$ cat config.mk
export PLATFORM = sky130hd
export DESIGN_NAME = sar_adc_device_flat
export DESIGN_NICKNAME = d
export VERILOG_FILES = /design/src/verilog/sar_adc_pkg.sv /design/src/verilog/sar_adc_link_if.sv /design/src/verilog/sar_adc_device.sv /design/src/flat_wrapper.sv
export VERILOG_INCLUDE_DIRS = /design/src /design/src/verilog
export SDC_FILE = /design/constraint.sdc
export NUM_CORES = 1
export LEC_CHECK = 0
export BUFFER_PORTS_ARGS = -buffer_cell sky130_fd_sc_hd__buf_2
export CELL_PAD_IN_SITES_DETAIL_PLACEMENT = 1
export CELL_PAD_IN_SITES_GLOBAL_PLACEMENT = 2
export CORE_ASPECT_RATIO = 0.6
export CORE_MARGIN = 10
export CORE_UTILIZATION = 38
export DETAILED_ROUTE_END_ITERATION = 16
export GPL_ROUTABILITY_DRIVEN = 0
export PLACE_DENSITY = 0.8
export SLEW_MARGIN = 25
export SYNTH_ARGS = -nofsm -noshare
export SYNTH_HDL_FRONTEND = slang
export SYNTH_SLANG_ARGS = --single-unit
$ cat constraint.sdc
create_clock -name clock -period 9.27 [get_ports clock]
set_clock_uncertainty 0.15 [all_clocks]
set_input_delay 1.854 -clock clock [delete_from_list [all_inputs] [get_ports clock]]
set_output_delay 1.854 -clock clock [all_outputs]
set_load 0.005 [all_outputs]
$ cat src/verilog/sar_adc_regs.svh
/*
 Timing counts, pulse counts and field positions for the converter control link.
 Assumes a 100 MHz system clock; every cycle count below is derived from that period.
*/
`ifndef SAR_ADC_REGS_SVH
`define SAR_ADC_REGS_SVH

`define ADC_WIDTH 12
`define CLOCK_PERIOD_NS 10

// Least serial clock pulse that wakes the converter, rounded up.
`define WAKE_PULSE_NS 50
`define WAKE_PULSE_CYC ((`WAKE_PULSE_NS + `CLOCK_PERIOD_NS - 1) / `CLOCK_PERIOD_NS)

// Least trigger pulse width, rounded up.
`define TRIG_PULSE_NS 50
`define TRIG_PULSE_CYC ((`TRIG_PULSE_NS + `CLOCK_PERIOD_NS - 1) / `CLOCK_PERIOD_NS)

// Longest early trigger high time, rounded down.
`define TRIG_RELEASE_NS 120
`define TRIG_RELEASE_CYC (`TRIG_RELEASE_NS / `CLOCK_PERIOD_NS)

// Least time from trigger rise to first serial clock rise, rounded up.
`define TRIG_SETUP_NS 80
`define TRIG_SETUP_CYC ((`TRIG_SETUP_NS + `CLOCK_PERIOD_NS - 1) / `CLOCK_PERIOD_NS)

// Serial clock half period, rounded up, keeping the rate below 6.4 MHz.
`define SCLK_HALF_NS 80
`define SCLK_HALF_CYC ((`SCLK_HALF_NS + `CLOCK_PERIOD_NS - 1) / `CLOCK_PERIOD_NS)

// Serial clock edge after which a late trigger release is safe.
`define LATE_RELEASE_CLOCKS 14

// Trigger pulses under a low clock for each low-power state.
`define NAP_PULSES 3'h2
`define SLEEP_PULSES 3'h4

// Position of the settled flag in the serial word, above the result bits.
`define FLAG_POS `ADC_WIDTH

`endif

$ cat src/verilog/sar_adc_pkg.sv
/*
 State types shared by both ends of the converter link.
 Assumes nothing beyond a SystemVerilog compiler.
*/
package sar_adc_pkg;

	typedef enum logic [2:0] {
		DEV_IDLE = 3'h0,
		DEV_ARMED = 3'h1,
		DEV_CONVERT = 3'h2,
		DEV_NAP = 3'h3,
		DEV_SLEEP = 3'h4,
		DEV_STUCK = 3'h5
	} dev_state_type;

	typedef enum logic [2:0] {
		HOST_IDLE = 3'h0,
		HOST_TRIG = 3'h1,
		HOST_SETUP = 3'h2,
		HOST_CLOCK = 3'h3,
		HOST_PD_HIGH = 3'h4,
		HOST_PD_LOW = 3'h5,
		HOST_WAKE = 3'h6
	} host_state_type;

endpackage

$ cat src/verilog/sar_adc_link_if.sv
/*
 Three-wire link between the converter and its host.
 Assumes both ends run on the same system clock; the data wire is resolved here.
*/
`timescale 1ns/1ps

interface sar_adc_link_if;
	logic sample_trigger;
	logic serial_clock;
	logic serial_data_out;
	logic serial_data_oe;
	logic serial_data;

	// There is no pull on the wire, so a released wire reads as the inverse of serial_data_out, which the converter clears to 0 on release.
	// A host that samples it outside the word then sees a wrong bit rather than a stale one.
	assign serial_data = serial_data_oe ? serial_data_out : ~serial_data_out;

	modport device (
		input sample_trigger,
		input serial_clock,
		output serial_data_out,
		output serial_data_oe
	);

	modport host (
		output sample_trigger,
		output serial_clock,
		input serial_data
	);
endinterface

$ cat src/verilog/sar_adc_device.sv
/*
 Converter end: successive approximation sequencing, serial readout and power-down control.
 Assumes trigger and serial clock arrive synchronous to the system clock, and that the
 sampled analog input is presented as a digital code on sample_value.
*/
`timescale 1ns/1ps
`include "sar_adc_regs.svh"

module sar_adc_device #(
	parameter int WIDTH = `ADC_WIDTH
) (
	input wire logic clock,
	input wire logic reset,
	sar_adc_link_if.device link,
	input wire logic [WIDTH-1:0] sample_value,
	input wire logic bipolar_mode,
	input wire logic reference_low,
	output logic [WIDTH-1:0] last_result,
	output logic result_strobe,
	output logic converting,
	output logic napping,
	output logic sleeping,
	output logic unresponsive
);

	localparam int LAST_BIT_EDGE = 2 * WIDTH + 1;
	localparam int END_EDGE = 2 * WIDTH + 2;
	localparam int EW = $clog2(END_EDGE + 1);

	sar_adc_pkg::dev_state_type state_r;
	logic sclk_prev_r;
	logic trig_prev_r;
	logic [7:0] high_cnt_r;
	logic [2:0] pd_cnt_r;
	logic [EW-1:0] edge_r;
	logic [WIDTH-1:0] bit_search_register;
	logic [WIDTH-1:0] target_r;
	logic bipolar_r;
	logic [WIDTH:0] shift_r;
	logic [WIDTH-1:0] last_result_r;
	logic result_strobe_r;
	logic data_out_r;
	logic data_oe_r;

	logic sclk_rise;
	logic sclk_fall;
	logic trig_rise;
	logic wide_pulse;
	logic [2:0] pd_cnt_inc;
	logic running;
	logic [WIDTH-1:0] bit_mask;
	logic [WIDTH-1:0] trial;
	logic [WIDTH-1:0] decided;
	logic reference_settled_flag;

	// Offset binary inside the search, two's complement outside it in bipolar mode.
	function automatic logic [WIDTH-1:0] offset_flip(input logic [WIDTH-1:0] code, input logic bip);
		offset_flip = bip ? {~code[WIDTH-1], code[WIDTH-2:0]} : code;
	endfunction

	assign sclk_rise = link.serial_clock & ~sclk_prev_r;
	assign sclk_fall = ~link.serial_clock & sclk_prev_r;
	assign trig_rise = link.sample_trigger & ~trig_prev_r;
	assign wide_pulse = high_cnt_r >= 8'(`WAKE_PULSE_CYC);
	assign pd_cnt_inc = pd_cnt_r + 3'h1;
	assign running = (state_r == sar_adc_pkg::DEV_ARMED) || (state_r == sar_adc_pkg::DEV_CONVERT);
	assign reference_settled_flag = ~reference_low;

	// The trial bit walks down from the top one position per serial clock rise.
	assign bit_mask = {1'b1, {(WIDTH - 1){1'b0}}} >> edge_r;
	assign trial = bit_search_register | bit_mask;
	assign decided = (trial <= target_r) ? trial : bit_search_register;

	always_ff @(posedge clock) begin
		if (reset) begin
			sclk_prev_r <= 1'b0;
			trig_prev_r <= 1'b0;
		end else begin
			sclk_prev_r <= link.serial_clock;
			trig_prev_r <= link.sample_trigger;
		end
	end

	// Width of the current clock high time, judged when the clock falls.
	always_ff @(posedge clock) begin
		if (reset) begin
			high_cnt_r <= 8'h00;
		end else if (!link.serial_clock) begin
			high_cnt_r <= 8'h00;
		end else if (high_cnt_r != 8'hFF) begin
			high_cnt_r <= high_cnt_r + 8'h01;
		end
	end

	// Only an unbroken run of pulses under a low clock counts toward power-down.
	always_ff @(posedge clock) begin
		if (reset) begin
			pd_cnt_r <= 3'h0;
		end else if (link.serial_clock) begin
			pd_cnt_r <= 3'h0;
		end else if (trig_rise && pd_cnt_r != 3'h7) begin
			pd_cnt_r <= pd_cnt_inc;
		end
	end

	always_ff @(posedge clock) begin
		if (reset) begin
			state_r <= sar_adc_pkg::DEV_IDLE;
		end else begin
			unique case (state_r)
				sar_adc_pkg::DEV_IDLE: begin
					if (trig_rise) begin
						state_r <= sar_adc_pkg::DEV_ARMED;
					end
				end
				sar_adc_pkg::DEV_ARMED: begin
					// A second pulse before any clock is a power-down request, not a restart.
					if (sclk_rise) begin
						state_r <= sar_adc_pkg::DEV_CONVERT;
					end else if (trig_rise && pd_cnt_inc == `NAP_PULSES) begin
						state_r <= sar_adc_pkg::DEV_NAP;
					end
				end
				sar_adc_pkg::DEV_CONVERT: begin
					// Triggers are not looked at here, so a running conversion never restarts.
					if (sclk_rise && edge_r == EW'(END_EDGE - 1)) begin
						state_r <= sar_adc_pkg::DEV_IDLE;
					end
				end
				sar_adc_pkg::DEV_NAP: begin
					if (sclk_fall) begin
						state_r <= wide_pulse ? sar_adc_pkg::DEV_IDLE : sar_adc_pkg::DEV_STUCK;
					end else if (trig_rise && pd_cnt_inc == `SLEEP_PULSES) begin
						state_r <= sar_adc_pkg::DEV_SLEEP;
					end
				end
				sar_adc_pkg::DEV_SLEEP: begin
					if (sclk_fall) begin
						state_r <= wide_pulse ? sar_adc_pkg::DEV_IDLE : sar_adc_pkg::DEV_STUCK;
					end
				end
				sar_adc_pkg::DEV_STUCK: begin
					// Conversion requests go unanswered until a nap request comes in.
					if (trig_rise && pd_cnt_inc == `NAP_PULSES) begin
						state_r <= sar_adc_pkg::DEV_NAP;
					end
				end
				default: begin
					state_r <= sar_adc_pkg::DEV_IDLE;
				end
			endcase
		end
	end

	// Counts clock rises since the conversion began; the idle state parks it at zero.
	always_ff @(posedge clock) begin
		if (reset) begin
			edge_r <= '0;
		end else if (state_r == sar_adc_pkg::DEV_IDLE) begin
			edge_r <= '0;
		end else if (running && sclk_rise) begin
			edge_r <= edge_r + EW'(1);
		end
	end

	// The input code is frozen at the start so later changes cannot disturb the search.
	always_ff @(posedge clock) begin
		if (reset) begin
			bit_search_register <= '0;
			target_r <= '0;
			bipolar_r <= 1'b0;
		end else if (state_r == sar_adc_pkg::DEV_IDLE && trig_rise) begin
			bit_search_register <= '0;
			target_r <= offset_flip(sample_value, bipolar_mode);
			bipolar_r <= bipolar_mode;
		end else if (running && sclk_rise && edge_r < EW'(WIDTH)) begin
			bit_search_register <= decided;
		end
	end

	// On the last decision the finished word is taken for output.
	always_ff @(posedge clock) begin
		if (reset) begin
			last_result_r <= '0;
			result_strobe_r <= 1'b0;
		end else if (running && sclk_rise && edge_r == EW'(WIDTH - 1)) begin
			last_result_r <= offset_flip(decided, bipolar_r);
			result_strobe_r <= 1'b1;
		end else begin
			result_strobe_r <= 1'b0;
		end
	end

	// Flag goes out first, then the result from its top bit down.
	always_ff @(posedge clock) begin
		if (reset) begin
			shift_r <= '0;
			data_out_r <= 1'b0;
			data_oe_r <= 1'b0;
		end else if (running && sclk_rise) begin
			if (edge_r == EW'(WIDTH - 1)) begin
				shift_r <= {reference_settled_flag, offset_flip(decided, bipolar_r)};
			end else if (edge_r >= EW'(WIDTH) && edge_r < EW'(LAST_BIT_EDGE)) begin
				data_out_r <= shift_r[`FLAG_POS];
				data_oe_r <= 1'b1;
				shift_r <= {shift_r[WIDTH-1:0], 1'b0};
			end else if (edge_r == EW'(END_EDGE - 1)) begin
				data_out_r <= 1'b0;
				data_oe_r <= 1'b0;
			end
		end
	end

	assign link.serial_data_out = data_out_r;
	assign link.serial_data_oe = data_oe_r;
	assign last_result = last_result_r;
	assign result_strobe = result_strobe_r;
	assign converting = running;
	assign napping = state_r == sar_adc_pkg::DEV_NAP;
	assign sleeping = state_r == sar_adc_pkg::DEV_SLEEP;
	assign unresponsive = state_r == sar_adc_pkg::DEV_STUCK;

endmodule // sar_adc_device

$ cat src/flat_wrapper.sv
// flat-port wrapper written by rule: the top's interface ports become plain ports
module sar_adc_device_flat 
#(
	parameter int WIDTH = `ADC_WIDTH
)
  (clock, reset, sample_value, bipolar_mode, reference_low, last_result, result_strobe, converting, napping, sleeping, unresponsive, link_sample_trigger, link_serial_clock, link_serial_data_out, link_serial_data_oe);
  sar_adc_link_if link_i ();
  input wire logic clock;
  input wire logic reset;
  input wire logic [WIDTH-1:0] sample_value;
  input wire logic bipolar_mode;
  input wire logic reference_low;
  output logic [WIDTH-1:0] last_result;
  output logic result_strobe;
  output logic converting;
  output logic napping;
  output logic sleeping;
  output logic unresponsive;
  input wire logic [$bits(link_i.sample_trigger)-1:0] link_sample_trigger;
  input wire logic [$bits(link_i.serial_clock)-1:0] link_serial_clock;
  output wire logic [$bits(link_i.serial_data_out)-1:0] link_serial_data_out;
  output wire logic [$bits(link_i.serial_data_oe)-1:0] link_serial_data_oe;
  assign link_i.sample_trigger = link_sample_trigger;
  assign link_i.serial_clock = link_serial_clock;
  assign link_serial_data_out = link_i.serial_data_out;
  assign link_serial_data_oe = link_i.serial_data_oe;
  sar_adc_device #(.WIDTH(WIDTH)) u_core (.clock(clock), .reset(reset), .link(link_i), .sample_value(sample_value), .bipolar_mode(bipolar_mode), .reference_low(reference_low), .last_result(last_result), .result_strobe(result_strobe), .converting(converting), .napping(napping), .sleeping(sleeping), .unresponsive(unresponsive));
endmodule
After elaboration in Yosys (flattened, before gate mapping)
Index checks and enable logic that the tools add are counted.
{ "word_totals": {"ff_bits": 74, "inputBits": 18} }
{ "classes": {"n_addsub": 3, "magnitude_cmp": 5, "eq_ne": 15, "shift": 1, "n_mux": 18, "n_bitwise": 11, "reduce_logical": 20} }
{ "op_table": {"columns": ["op", "n"], "rows": [
  ["$mux 12", 3],
  ["$mux 13", 2],
  ["$mux 3", 8],
  ["$pmux 3 s6", 1],
  ["$le 12x12->1", 1],
  ["$or 12x12->12", 1],
  ["$shr 12x5->12 const A", 1],
  ["$eq 3x2->1 const B", 3],
  ["$eq 3x3->1 const B", 3],
  ["$logic_and 1x1->1", 9],
  ["$add 8x1->8 const B", 1],
  ["$ge 8x3->1 const B", 1],
  ["$ne 8x8->1 const B", 1],
  ["$reduce_or 2->1", 4],
  ["$not 1->1", 7],
  ["$add 5x1->5 const B", 1],
  ["$eq 5x4->1 const B", 1],
  ["$eq 5x5->1 const B", 1],
  ["$ge 5x4->1 const B", 1],
  ["$lt 5x4->1 const B", 1],
  ["$lt 5x5->1 const B", 1],
  ["$mux 1", 4],
  ["$ne 2x1->1 const B", 2],
  ["$reduce_and 4->1", 1],
  ["other kinds (11)", 14]
]} }

Longest topological paths before layout
{ "logic_depth": {"depth_word": 7, "depth_mapped": 14, "ltp_nobuf": 12} }

Least setup slack after synthesis
No wires, ideal clock.
{ "synth_timing": {"path_type": "input -> register", "start": "input port link_serial_clock", "end": "register u_core.shift_r[11]", "setup_ps": 130, "arrival_ps": 3062, "required_time_ps": 8990, "path_slack_ps": 5928, "cell_stages": 6, "path_cell_list": "or3b_4 nor2_4 nand2_1 buf_2 a2111oi_0 nor3_1"} }
{ "synth_between": {"elab_chain_len": 3} }
{ "synth_rtl": {"columns": ["element", "line_no", "text"], "rows": [
  ["start, declared", "flat_wrapper.sv:20", "input wire logic [$bits(link_i.serial_clock)-1:0] link_serial_clock;"],
  ["$and 1x1->1", "sar_adc_device.sv:61", "assign sclk_rise = link.serial_clock & ~sclk_prev_r;"],
  ["$logic_and 1x1->1", "sar_adc_device.sv:200", "end else if (running && sclk_rise) begin"],
  ["$reduce_and 2->1 (no line)", null, null],
  ["end signal, assigned", "sar_adc_device.sv:202", "shift_r <= {reference_settled_flag, offset_flip(decided, bipolar_r)};"],
  ["end signal, assigned", "sar_adc_device.sv:206", "shift_r <= {shift_r[WIDTH-1:0], 1'b0};"],
  ["end, declared", "sar_adc_device.sv:39", "logic [WIDTH:0] shift_r;"]
]} }
No other way between the ends.
A chain may end at the register's enable or synchronous reset.

Final worst setup path
{ "layout_timing": {"start": "input port link_serial_clock", "end": "register u_core.shift_r[6]"} }
Same word-level chain as after synthesis.

==> impl_summary.log <==
[metrics] share of total power consumed by net switching: 0.243
[metrics] number of top-level pins: 37
[metrics] number of endpoints with negative hold slack in the final report: 0
[metrics] TritonCTS buffer count: 9
[metrics] average cell area after synthesis: 8.44 um^2
[metrics] type of the worst setup path: in2reg
[metrics] required time reported for the critical path endpoint: 9.37 ns
[metrics] setup fix buffers added after clock tree synthesis: 0
[metrics] library cell with the largest summed area after synthesis: sky130_fd_sc_hd__dfxtp_1
[metrics] post-synthesis sequential area ratio: 0.391
[metrics] number of synthesis warnings: 0
[metrics] sequential fraction of design power: 0.412
[metrics] Die W: 149 um
[metrics] Post-Synthesis Net Count: 492
[metrics] number of maximum-capacitance violations: 0
[metrics] Combinational Power Share: 0.085
[metrics] top layer in use: met4
[metrics] prevailing post-synth register cell: sky130_fd_sc_hd__dfxtp_1
[metrics] transition time at the pin with the least slew margin: 0.808 ns
[metrics] post-cts resize count: 0
[metrics] Post-synth top cells: sky130_fd_sc_hd__dfxtp_1 (74), sky130_fd_sc_hd__nand2_1 (55), sky130_fd_sc_hd__a21oi_1 (42)
[metrics] count of endpoints failing setup in the final report: 0
[metrics] synthesized cell area: 3790 um^2
[metrics] count of final max-slew check failures: 0
[metrics] run status: completed
[metrics] count of vias placed by the detailed router: 3346
[metrics] switching power: 0.197 mW
[metrics] Syn Inst Count: 449
[metrics] Max H-tree Level: 3
[metrics] Int Pwr: 0.612 mW
[metrics] floorplan die height: 97.3 um
[metrics] via count of the first global-routing pass: 3461
[metrics] CTS hold repair buffers: 0
[metrics] CP Launch Type: primary input
[metrics] fraction of registers with async set or reset after synthesis: 0
[metrics] Final HPWL DP: 8.04 mm
[metrics] Hold WC Path Type: reg2reg
[metrics] post-synth cell types: 63
[metrics] die outline area: 14500 um^2
[metrics] filler-free cell count of the finished design: 617
[metrics] TritonCTS clock tree: yes
[metrics] fraction of post-synthesis cell area in the top cell type by area: 0.391
[metrics] # DRC: 0
[metrics] worst hold path endpoint: u_core.last_result[3]
[metrics] per-cell routed wire length: 17.9 um
[metrics] number of synthesized flops with an enable pin: 0
[metrics] maximum number of pins on one net before global-route repair: 43
[metrics] number of cells on the worst reg-to-reg path: 11
[metrics] wire length the detailed router placed on met1: 5.75 mm
[metrics] most numerous cell in the Yosys netlist: sky130_fd_sc_hd__dfxtp_1
[metrics] biggest area contributors in the synthesized netlist: sky130_fd_sc_hd__dfxtp_1 (39%), sky130_fd_sc_hd__ha_1 (8.3%), sky130_fd_sc_hd__a21oi_1 (5.6%), sky130_fd_sc_hd__nand2_1 (5.5%), sky130_fd_sc_hd__nor2_1 (3.5%)
[metrics] startpoint of the worst register-to-register path: u_core.edge_r[0]
[metrics] Sinks on Clock Net: 74
[metrics] Bufs on Longest Clock Path: 2
[metrics] Clock Latency Late Sink: 0.34 ns
[metrics] placeable core area: 9770 um^2
[metrics] total gr overflow: 0
[metrics] ratio of cells with drive above 1 in the final layout: 0.139
[metrics] proportion of power drawn by the clock network: 0.503
[metrics] arrival time at the worst endpoint: 3.75 ns
[metrics] unrepaired setup endpoints after global routing: no
[metrics] met2 wire length: 4.68 mm
[metrics] cell leakage power: 1.91 nW
[metrics] number of antenna violations at the first check in global routing: 0
[metrics] clk root buf: sky130_fd_sc_hd__clkbuf_16
[metrics] Met3 Routed Length: 475 um
[metrics] initial drt markers: 169
[metrics] startpoint of the tightest hold check path: u_core.last_result[3]
[metrics] maximum achievable frequency: 274 MHz
[metrics] Area growth syn-to-layout: 16.0%
[metrics] Period Utilization, post-route: 0.394
[metrics] Inst Count DP: 601
[metrics] crit end category: register
[metrics] drt via density: 5.42
[metrics] Worst Path Max Fanout: 16
[metrics] highest ir drop seen on vdd: 0.103 mV
[metrics] Slew HR: 0.458
[metrics] Detailed Routing Iterations Pass 1: 5
[metrics] ant diodes: 0
[metrics] worst hold margin: 0.301 ns
[metrics] slack of the worst reg-to-reg path: 5.64 ns
[metrics] setup tns final: 0 ns
[metrics] I/O Buffers: 36
[metrics] shortest clock period the worst path allows after layout: 3.66 ns
[metrics] Routed Antenna Nets: 0
[metrics] clock-pin slew reported for the worst setup and hold paths after clock tree synthesis: 0.06 ns
[metrics] Cell Rows: 28
[metrics] WL final: 11.0 mm
[metrics] hold depth: 2
[metrics] wire length of the first global-routing pass: 18.3 mm
[metrics] Layout Nets: 520
[metrics] power per unit of standard cell area: 184 nW/um^2
[metrics] Seq cells post-synth: 74
[metrics] combined global-route utilization of all metal layers: 0.154
[metrics] Initial Utilization: 0.387
[metrics] endpoint of the worst register-to-register path: u_core.bit_search_register[6]
[flip-flops by register name, summed over array words and instances (netlist names), 3 cells and up]
register,count
u_core.shift_r,13
u_core.bit_search_register,12
u_core.last_result,12
u_core.target_r,12
u_core.high_cnt_r,8
u_core.edge_r,5
u_core.pd_cnt_r,3
u_core.state_r,3
[worst max-delay path, cell delays in order]
cell and delay (ns):
sky130_fd_sc_hd__buf_2 0.15, sky130_fd_sc_hd__or3b_4 0.43, sky130_fd_sc_hd__nor2_4 0.32, sky130_fd_sc_hd__a21boi_4 0.45, sky130_fd_sc_hd__nand2_2 0.18, sky130_fd_sc_hd__o32ai_1 0.35
[worst max-delay path by stage]
stage                            from                             to  slack (ns)  cells past startpoint
detailed placement  link_serial_clock             u_core.shift_r[11]        5.28                      6
global route         u_core.edge_r[0]  u_core.bit_search_register[8]        5.39                     12
floorplan           link_serial_clock             u_core.shift_r[11]        5.93                      6
CTS                 link_serial_clock              u_core.shift_r[6]        5.65                      6
global placement    link_serial_clock             u_core.shift_r[11]        5.35                      6
finish              link_serial_clock              u_core.shift_r[6]        5.61                      6
[cell families after synthesis]
kind of cell | Yosys count | share of synthesized area
compound gates | 127 | 0.232
flops | 74 | 0.391
mux | 1 | 0.00264
buf+inv | 44 | 0.0489
fa+ha+maj | 25 | 0.0826
simple gates | 168 | 0.220
xor+xnor | 10 | 0.0231
[through the flow]
stage / util / cell area [um^2] / worst slack (ns) / total power, mW
floorplan: - / 3790 / 5.93 / 0.387
global placement: 0.415 / 4050 / 5.35 / 0.406
detailed placement: 0.415 / 4050 / 5.28 / 0.408
CTS: 0.450 / 4390 / 5.65 / 0.817
global route: 0.450 / 4390 / 5.39 / 0.842
finish: 0.450 / 4390 / 5.61 / 0.809
[cell usage in the layout (no fill, tap or decap), drive strengths merged, types with 4 or more instances in the layout]
master  netlist  layout
inv          23      24
nor2         37      37
o211a         8       8
xnor2         4       4
a21o         11      11
ha           25      25
o22ai         7       7
buf          10      38
o21ai        18      18
nand3        12      12
and2          4       4
a21oi        42      42
nand2        56      56
nand2b        9       9
dfxtp        74      74
o32ai         5       5
clkbuf       11       9
nor2b        10      10
and3          8       8
nand4         8       8
a211oi        8       8
nor3         12      12
xor2          6       6
a31oi         6       6
[power groups by stage]
stage	registers (mW)	logic (mW)	clock network (mW)
after floorplan	0.336	0.0510	0
after global placement	0.339	0.0664	0
after detailed placement	0.340	0.0687	0
after CTS	0.333	0.0695	0.415
after global routing	0.334	0.0773	0.431
final	0.333	0.0691	0.407
[area by class of cell]
type / instances / area [um^2]
fillers: 1193 / 5380
multi-input cells: 331 / 2120
flip-flops and latches: 74 / 1480
clock buffers: 9 / 225
repair buffers: 38 / 195
well taps: 135 / 169
clock inverters: 7 / 116
inverters: 23 / 86.3
[layer usage]
| metal | vias to the layer above | GRT usage |
|---|---|---|
| met3 | 10 | 0.0470 |
| li1 | 1652 | - |
| met1 | 1637 | 0.212 |
| met5 | - | 0 |
| met2 | 47 | 0.223 |
| met4 | 0 | 0.0481 |
(Power assumes the default switching activity.)
